$ cat src/core/fab_map.svh
// constants for the filter address and branch unit
// Summary of operation
// - two address units, sixteen 4-bit operations each
// - code 0 outputs address, holds it
// - code 1 increments with modulo or 127 wrap
// - code 2 decrements with modulo or 127 wrap
// - code 3 loads address from address RAM
// - code 4 writes address into address RAM
// - codes 5-7 load step, lower, upper from RAM
// - codes 8,14,15 output bound or step, write RAM
// - codes 9/10 set/clear modulo flag
// - code 11 clears to lower bound or zero
// - code 12 adds step with wrap
// - sequencer fetches from two control stores
// - program counter steps sequentially from zero
// - flags evaluated against conditions every cycle
// - jumps taken only at end-of-block instructions
// - branch memory holds state, enables, target
// - equal flag on upper match, end or zero
`ifndef FAB_MAP_SVH
`define FAB_MAP_SVH
`define FAB_ADDR_MAX    7'h7f
`define FAB_ADDR_RST    7'h00
`define FAB_PC_RST      6'h00
`define FAB_STATE_RST   3'h0
`define FAB_COND_NUM    8
`define FAB_SM_DEPTH    8
`define FAB_RAM_DEPTH   16
`endif

$ cat src/core/fab_pkg.sv
// types for the filter address and branch unit
package fab_pkg;
    typedef enum logic [3:0] {
        OP_HOLD, OP_STEP_UP, OP_STEP_DOWN, OP_READ, OP_WRITE,
        OP_FETCH_STEP, OP_FETCH_LOWER, OP_FETCH_UPPER, OP_STORE_LOWER,
        OP_WRAP_ON, OP_WRAP_OFF, OP_CLEAR, OP_ADD_STEP, OP_SUB_STEP,
        OP_STORE_UPPER, OP_STORE_STEP
    } fab_op_e;
    typedef logic [6:0] fab_addr_t;
    typedef logic [5:0] fab_pc_t;
endpackage

$ cat src/core/fab_unit.sv
// address calculation units and branch state machine
`timescale 1ns/100ps
`include "fab_map.svh"
module fab_unit
    import fab_pkg::*;
(
    // clock and reset
    input  wire logic        clk,
    input  wire logic        nrst,
    // address unit operations and RAM slots
    input  wire logic [7:0]  acuOp,
    input  wire logic [7:0]  acuRamSel,
    // address unit outputs
    output logic      [13:0] acuAddr,
    output logic      [1:0]  acuRamWe,
    output logic      [1:0]  acuEqual,
    // control word from the two stores
    input  wire logic        storeSel,
    input  wire logic        endOfBlockA,
    input  wire logic        endOfBlockB,
    // branch memory programming
    input  wire logic        smWe,
    input  wire logic [2:0]  smWrIdx,
    input  wire logic [2:0]  smNext,
    input  wire logic [7:0]  smEnable,
    input  wire logic [5:0]  smTarget,
    // datapath and global flags
    input  wire logic [5:0]  condFlags,
    // sequencer outputs
    output logic      [5:0]  progCounter,
    output logic      [2:0]  branchState,
    output logic             jumpTaken
);
    fab_addr_t addr_r [2];
    fab_addr_t step_r [2];
    fab_addr_t lower_r [2];
    fab_addr_t upper_r [2];
    logic      wrap_r [2];
    fab_addr_t ram_r [2][`FAB_RAM_DEPTH];
    fab_addr_t out_nxt [2];
    logic      we_nxt [2];
    logic      eq_nxt [2];

    // codes that move the address register; the rest keep it
    function automatic logic loadsAddr(input fab_op_e op);
        logic r;
        r = 1'b0;
        unique case (op)
            OP_STEP_UP, OP_STEP_DOWN, OP_READ: begin
                r = 1'b1;
            end
            OP_CLEAR, OP_ADD_STEP, OP_SUB_STEP: begin
                r = 1'b1;
            end
            OP_HOLD, OP_WRITE, OP_FETCH_STEP, OP_FETCH_LOWER, OP_FETCH_UPPER: begin
                r = 1'b0;
            end
            OP_STORE_LOWER, OP_WRAP_ON, OP_WRAP_OFF, OP_STORE_UPPER, OP_STORE_STEP: begin
                r = 1'b0;
            end
        endcase
        return r;
    endfunction

    // codes that write the address RAM from the output value
    function automatic logic writesRam(input fab_op_e op);
        logic r;
        r = 1'b0;
        unique case (op)
            OP_WRITE, OP_STORE_LOWER, OP_STORE_UPPER, OP_STORE_STEP: begin
                r = 1'b1;
            end
            OP_HOLD, OP_STEP_UP, OP_STEP_DOWN, OP_READ, OP_FETCH_STEP: begin
                r = 1'b0;
            end
            OP_FETCH_LOWER, OP_FETCH_UPPER, OP_WRAP_ON, OP_WRAP_OFF: begin
                r = 1'b0;
            end
            OP_CLEAR, OP_ADD_STEP, OP_SUB_STEP: begin
                r = 1'b0;
            end
        endcase
        return r;
    endfunction

    genvar g;
    generate
        for (g = 0; g < 2; g++) begin : gUnit
            fab_op_e   op;
            logic [3:0] sel;
            fab_addr_t ramRd;
            logic [7:0] sum;
            logic [7:0] diff;
            fab_addr_t incRes;
            fab_addr_t decRes;
            fab_addr_t addRes;
            fab_addr_t subRes;
            assign op    = fab_op_e'(acuOp[4*g +: 4]);
            assign sel   = acuRamSel[4*g +: 4];
            assign ramRd = ram_r[g][sel];
            assign sum   = {1'b0, addr_r[g]} + {1'b0, step_r[g]};
            assign diff  = {1'b0, addr_r[g]} - {1'b0, step_r[g]};

            // increment with modulo or full-range wrap
            always_comb begin
                if (wrap_r[g] && addr_r[g] == upper_r[g]) begin
                    incRes = lower_r[g];
                end else if (!wrap_r[g] && addr_r[g] == `FAB_ADDR_MAX) begin
                    incRes = `FAB_ADDR_RST;
                end else begin
                    incRes = addr_r[g] + 7'h01;
                end
            end

            always_comb begin
                if (wrap_r[g] && addr_r[g] == lower_r[g]) begin
                    decRes = upper_r[g];
                end else if (!wrap_r[g] && addr_r[g] == `FAB_ADDR_RST) begin
                    decRes = `FAB_ADDR_MAX;
                end else begin
                    decRes = addr_r[g] - 7'h01;
                end
            end

            // non-modulo overflow lands on sum-128, the same as (sum-127)-1
            always_comb begin
                if (wrap_r[g] && sum > {1'b0, upper_r[g]}) begin
                    addRes = 7'(sum - {1'b0, upper_r[g]} - 8'h01
                                + {1'b0, lower_r[g]});
                end else if (!wrap_r[g] && sum > {1'b0, `FAB_ADDR_MAX}) begin
                    addRes = 7'(sum - 8'h80);
                end else begin
                    addRes = sum[6:0];
                end
            end

            // borrow below lower bound folds back from the top bound;
            // without modulo the 7-bit wrap already gives 127-((step-addr)-1)
            always_comb begin
                if (wrap_r[g] && (diff[7] || diff[6:0] < lower_r[g])) begin
                    subRes = 7'(upper_r[g] - (step_r[g] - (addr_r[g] - lower_r[g]))
                                + 7'h01);
                end else begin
                    subRes = diff[6:0];
                end
            end

            always_comb begin
                out_nxt[g] = addr_r[g];
                we_nxt[g]  = 1'b0;
                unique case (op)
                    OP_HOLD: begin
                        out_nxt[g] = addr_r[g];
                    end
                    OP_STEP_UP: begin
                        out_nxt[g] = incRes;
                    end
                    OP_STEP_DOWN: begin
                        out_nxt[g] = decRes;
                    end
                    OP_READ: begin
                        out_nxt[g] = ramRd;
                    end
                    OP_WRITE: begin
                        we_nxt[g] = 1'b1;
                    end
                    OP_FETCH_STEP, OP_FETCH_LOWER, OP_FETCH_UPPER: begin
                        out_nxt[g] = addr_r[g];
                    end
                    OP_STORE_LOWER: begin
                        out_nxt[g] = lower_r[g];
                        we_nxt[g]  = 1'b1;
                    end
                    OP_STORE_UPPER: begin
                        out_nxt[g] = upper_r[g];
                        we_nxt[g]  = 1'b1;
                    end
                    OP_STORE_STEP: begin
                        out_nxt[g] = step_r[g];
                        we_nxt[g]  = 1'b1;
                    end
                    OP_WRAP_ON, OP_WRAP_OFF: begin
                        out_nxt[g] = addr_r[g];
                    end
                    OP_CLEAR: begin
                        out_nxt[g] = wrap_r[g] ? lower_r[g] : `FAB_ADDR_RST;
                    end
                    OP_ADD_STEP: begin
                        out_nxt[g] = addRes;
                    end
                    OP_SUB_STEP: begin
                        out_nxt[g] = subRes;
                    end
                endcase
            end

            // equal flag: upper match, top address (127) or zero
            assign eq_nxt[g] = (out_nxt[g] == upper_r[g])
                            || (out_nxt[g] == `FAB_ADDR_MAX)
                            || (out_nxt[g] == `FAB_ADDR_RST);

            always_ff @(posedge clk or negedge nrst) begin
                if (!nrst) begin
                    addr_r[g] <= `FAB_ADDR_RST;
                end else if (loadsAddr(op)) begin
                    addr_r[g] <= out_nxt[g];
                end
            end

            always_ff @(posedge clk or negedge nrst) begin
                if (!nrst) begin
                    step_r[g]  <= `FAB_ADDR_RST;
                    lower_r[g] <= `FAB_ADDR_RST;
                    upper_r[g] <= `FAB_ADDR_MAX;
                end else begin
                    if (op == OP_FETCH_STEP) begin
                        step_r[g] <= ramRd;
                    end
                    if (op == OP_FETCH_LOWER) begin
                        lower_r[g] <= ramRd;
                    end
                    if (op == OP_FETCH_UPPER) begin
                        upper_r[g] <= ramRd;
                    end
                end
            end

            always_ff @(posedge clk or negedge nrst) begin
                if (!nrst) begin
                    wrap_r[g] <= 1'b0;
                end else if (op == OP_WRAP_ON) begin
                    wrap_r[g] <= 1'b1;
                end else if (op == OP_WRAP_OFF) begin
                    wrap_r[g] <= 1'b0;
                end
            end

            // the RAM has no reset; software loads it before use
            always_ff @(posedge clk) begin
                if (writesRam(op)) begin
                    ram_r[g][sel] <= out_nxt[g];
                end
            end

            always_ff @(posedge clk or negedge nrst) begin
                if (!nrst) begin
                    acuAddr[7*g +: 7] <= `FAB_ADDR_RST;
                end else begin
                    acuAddr[7*g +: 7] <= out_nxt[g];
                end
            end

            always_ff @(posedge clk or negedge nrst) begin
                if (!nrst) begin
                    acuRamWe[g] <= 1'b0;
                end else begin
                    acuRamWe[g] <= we_nxt[g];
                end
            end

            // registered flag feeds the branch conditions one cycle late
            always_ff @(posedge clk or negedge nrst) begin
                if (!nrst) begin
                    acuEqual[g] <= 1'b0;
                end else begin
                    acuEqual[g] <= eq_nxt[g];
                end
            end
        end
    endgenerate

    // branch state machine memory: next state, condition enables, target
    logic [2:0] smNext_r [`FAB_SM_DEPTH];
    logic [7:0] smEn_r [`FAB_SM_DEPTH];
    fab_pc_t    smTgt_r [`FAB_SM_DEPTH];
    logic [2:0] state_r;
    fab_pc_t    pc_r;
    logic [7:0] conds;
    logic       endOfBlock;
    logic       jump;

    fab_pc_t    pc_nxt;
    logic [2:0] state_nxt;

    // one writable entry per branch state
    genvar e;
    generate
        for (e = 0; e < `FAB_SM_DEPTH; e++) begin : gEntry
            always_ff @(posedge clk or negedge nrst) begin
                if (!nrst) begin
                    smNext_r[e] <= `FAB_STATE_RST;
                    smEn_r[e]   <= 8'h00;
                    smTgt_r[e]  <= `FAB_PC_RST;
                end else if (smWe && smWrIdx == 3'(e)) begin
                    smNext_r[e] <= smNext;
                    smEn_r[e]   <= smEnable;
                    smTgt_r[e]  <= smTarget;
                end
            end
        end
    endgenerate

    assign conds      = {condFlags, acuEqual};
    assign endOfBlock = storeSel ? endOfBlockB : endOfBlockA;
    assign jump       = endOfBlock && |(conds & smEn_r[state_r]);

    // the counter wraps at the top of the store when no jump is set up
    always_comb begin
        pc_nxt    = pc_r + 6'h01;
        state_nxt = state_r;
        if (jump) begin
            pc_nxt    = smTgt_r[state_r];
            state_nxt = smNext_r[state_r];
        end
    end

    always_ff @(posedge clk or negedge nrst) begin
        if (!nrst) begin
            pc_r    <= `FAB_PC_RST;
            state_r <= `FAB_STATE_RST;
        end else begin
            pc_r    <= pc_nxt;
            state_r <= state_nxt;
        end
    end

    assign progCounter = pc_r;
    assign branchState = state_r;

    always_ff @(posedge clk or negedge nrst) begin
        if (!nrst) begin
            jumpTaken <= 1'b0;
        end else begin
            jumpTaken <= jump;
        end
    end
endmodule

$ cat config.mk
export PLATFORM = sky130hd
export DESIGN_NAME = fab_unit
export DESIGN_NICKNAME = d
export VERILOG_FILES = /design/src/core/fab_pkg.sv /design/src/core/fab_unit.sv
export VERILOG_INCLUDE_DIRS = /design/src /design/src/core
export SDC_FILE = /design/constraint.sdc
export NUM_CORES = 1
export LEC_CHECK = 0
export BUFFER_PORTS_ARGS = -buffer_cell sky130_fd_sc_hd__clkbuf_2
export CAP_MARGIN = 40
export CORE_MARGIN = 2
export CORE_UTILIZATION = 60
export CTS_BUF_LIST = sky130_fd_sc_hd__clkbuf_16
export CTS_CLUSTER_DIAMETER = 40
export CTS_CLUSTER_SIZE = 20
export DETAILED_ROUTE_END_ITERATION = 10
export PLACE_DENSITY = 0.85
export SETUP_SLACK_MARGIN = 0.1
export SLEW_MARGIN = 15
export SYNTH_ARGS = -nofsm -noshare
export SYNTH_HDL_FRONTEND = slang
export SYNTH_SLANG_ARGS = --single-unit
$ cat constraint.sdc
create_clock -name clk -period 6.9 [get_ports clk]
set_input_delay 1.38 -clock clk [delete_from_list [all_inputs] [get_ports clk]]
set_output_delay 1.38 -clock clk [all_outputs]
set_load 0.05 [all_outputs]
==> summary.txt <==
Critical path
  • Startpoint kind of the worst setup timing path: flip-flop
  • Cell chain of the critical path: ha_1 > nor2b_1 > a211oi_1 > o31ai_1 > xnor2_1 > ha_1 > a211o_1 > a211oi_1 > a32o_1 > nand2_1 > o2bb2ai_1 > a211oi_1 > inv_1 > and4b_1 > a31oi_1 > mux2i_1
  • Crit path max-delay cell type: sky130_fd_sc_hd__dfrtp_1
  • Crit Path Category: reg -> reg
  • Max FO, Critical Path: 19
  • CP top delay family: compound AO/OA/AOI/OAI gates
  • Maximum cell stage delay along the critical path: 0.58 ns
  • Crit path DAT: 5.86 ns
  • CP bufs+invs: 1
  • Required time at the worst-slack endpoint: between 7 and 8 ns
  • Kind of end point of the critical path: flip-flop
  • Reg-to-reg setup timing slack: 1.45 ns
  • Most used cell, CP: sky130_fd_sc_hd__a211oi_1

Clocking
  • Clock network latency to the later pin of the worst-skew pair: 0.62 ns
  • Hold Buf Count CTS: 0
  • # clock sinks: 446
  • Clock slew at the register clock pins of the worst setup and hold paths: 0.06 ns
  • Number of levels the H-tree was split into: 2
  • Clock tree from TritonCTS: done
  • Clock root cell: sky130_fd_sc_hd__clkbuf_16
  • TritonCTS buffer count: 56
  • Maximum buffer depth of the clock tree: 3
  • Resized cells post-CTS: 0
  • Post-CTS setup repair buffer count: 0

Timing
  • Relative slew margins: 0.300
  • Number of setup violations in the final report: 0
  • Max Clk Rate: about 180 MHz
  • Share of the clock period used by the worst path: 0.790
  • Max-slew violation count: 0
  • Transition at the pin with the smallest max-transition slack: approximately 1.0 ns
  • Final sum of negative setup slack: 0 ns
  • Fin worst setup slack: 1.45 ns
  • Unrepaired setup endpoints after global routing: no
  • Clock Skew: 0.0664 ns
  • Final Hold Violating Endpoints: 0
  • Period minus WS final: 5.45 ns

Global route
  • Via count of the first global-routing pass: between 15000 and 20000
  • Remaining global-route overflow: 0
  • Wire length of the first global-routing pass: 101000 um
  • Initial antenna violation count: 0
  • Maximum number of pins on one net before global-route repair: 121
  • Global routing usage summed across all routing layers: 0.317

Placement
  • Worst setup timing slack at the placement stage: between 1 and 1.5 ns
  • IO buf count: 75
  • Sum of net half-perimeters after detailed placement: 44900 um
  • Routability Congestion: about 1

Synth
  • Synthesis-stage register bit count: 446
  • Yosys warns: 0
  • Average size of a mapped cell: 12.6 um2
  • Share of the synthesized area in the top cell type: 0.274
  • Cell accounting for the most synthesized area: sky130_fd_sc_hd__edfxtp_1
  • Commonest register cell after synthesis: sky130_fd_sc_hd__edfxtp_1
  • Async SR Flop Fraction: 0.498
  • Cells after Synth: 1945
  • Netlist area before placement: 24600 um2
  • Number of synthesized flops with an enable pin: 224
  • Fraction of the yosys area taken by sequential cells: 0.500
  • Count of cell types in the netlist: 92
  • Number of nets in the synthesized netlist: 2118
  • Most area-consuming cells after synthesis: sky130_fd_sc_hd__edfxtp_1, sky130_fd_sc_hd__dfrtp_1, sky130_fd_sc_hd__mux4_2, sky130_fd_sc_hd__mux2_2, sky130_fd_sc_hd__ha_1

Route
  • Average wire per standard cell: ~25 um
  • Via count: between 15000 and 20000
  • Wire length reported by the detailed router: 65800 um
  • Remaining antenna violation count after routing: 0
  • Post-route DRC violation count: 0
  • Number of vias per cell: 6.62
  • DRT iter0 DRCs: about 1800
  • Pre-Repair DR Iteration Count: 8

Power and ir drop
  • Logic gate share of total power: 0.431
  • Internal power contribution: 7190 uW
  • Proportion of power drawn by the clock network: 0.252
  • Worst supply voltage drop on vdd: 0.307 mV
  • Switching power share of the total: 0.392
  • Sequential share of power: 0.316
  • Leakage dissipation: ~0.011 uW
  • Net switching power: 4640 uW
  • Power density over the cells: around 430 nW/um2

Cells and area
  • Final Net Count: 2208
  • Synth-to-layout area growth: 12.9%
  • Count of antenna diodes in the layout: 0
  • Leading cell type in the layout, fill and taps excluded: sky130_fd_sc_hd__edfxtp_1
  • Layout cells sized above 1: 0.253
  • Number of fill cells in the layout: 2771
  • Top library cells by usage in the layout, fill and taps aside: sky130_fd_sc_hd__edfxtp_1, sky130_fd_sc_hd__dfrtp_1, sky130_fd_sc_hd__mux2_2, sky130_fd_sc_hd__nor2_1, sky130_fd_sc_hd__nand2_1

Floorplanning
  • Io pins: 76
  • Starting density of the core: 0.605
  • Core Rows: 74
  • Horiz. Die Dim: 206 um
  • Y dimension of the die: 206 um
  • Core region area: 40600 um2
  • Die Footprint: 42600 um2

Status
  • Status: finished clean

Run
  • Max Cap Violations: 0

Min path
  • Class of the tightest hold or removal check: reg -> reg
metrics by stage:
| step | util | instance area [um2] | hold slack, ns | std cells | total power, uW |
|---|---|---|---|---|---|
| finish | 0.683 | 27800 | 0.501 | 2615 | 11800 |
| global route | 0.683 | 27800 | 0.513 | 2615 | 12500 |
| CTS | 0.681 | 27700 | 0.503 | 2607 | 11800 |
| global placement | 0.628 | 25500 | 0.482 | 2487 | 8530 |
| floorplan | - | 24600 | 0.474 | 1945 | 7380 |
| detailed placement | 0.633 | 25700 | 0.489 | 2501 | 8760 |
area by class of cell:
cell class,instances,area [um2],area share
Sequential cell,446,12300,0.443
Multi-Input combinational cell,1294,11500,0.416
Inverter,106,398,0.0143
Clock buffer,56,1400,0.0505
Clock inverter,50,562,0.0202
Timing Repair Buffer,131,888,0.0320
Tap cell,532,666,0.0240
Yosys cell counts, drive strengths merged (18+ instances only):
library cell and n:
buf 34, nand2 110, fa 42, dfrtp 208, ha 83, a21o 18
xnor2 83, mux2 168, mux4 90, a31oi 24, o21ai 92, nor2 117
xor2 21, nand2b 21, a211oi 24, nor3 42, inv 106, clkbuf 65
mux2i 25, a21oi 60, edfxtp 224, nand3 40
metal layers:
layer  wire length [um]  track usage  vias up
met5                  0            0        -
met4               2600        0.126        0
met3               5960       0.0609      200
met2              31100        0.502      965
met1              26100        0.435     8663
li1                   -            -     7483
kinds of logic after synthesis:
group	Yosys count	synth area share
adders and majority gates	127	0.0773
DFF	446	0.500
muxes	283	0.170
AOI/OAI and AO/OA	352	0.0974
buffers and inverters	205	0.0330
and+or+nand+nor	428	0.0848
xor gates and xnor gates	104	0.0371
path summary, 6_finish.rpt:
check,startpoint,end,depth (start not counted)
setup / recovery,addr_r[9],acuEqual[0],16
hold / removal,smEn_r[41],smEn_r[41],1
setup reg to reg,addr_r[9],acuEqual[0],16
hold reg to reg,smEn_r[41],smEn_r[41],1
max in group asynchronous,nrst,upper_r[10],2
min in group asynchronous,nrst,acuAddr[4],1
flip-flops by register name, summed over array words and instances (netlist names), 14 cells and up:
register / count
upper_r: 14
addr_r: 14
smTgt_r: 48
ram_r: 224
lower_r: 14
step_r: 14
smEn_r: 64
smNext_r: 24
acuAddr: 14
power by group through the flow:
stage / clock, uW / combinational [uW] / sequential [uW]
after detailed placement: 0 / 4980 / 3780
after global placement: 0 / 4770 / 3760
after CTS: 3010 / 5050 / 3730
after global routing: 3130 / 5590 / 3780
final: 2980 / 5110 / 3750
after floorplan: 0 / 3650 / 3730
No activity file was read; power rests on OpenSTA's default activity.
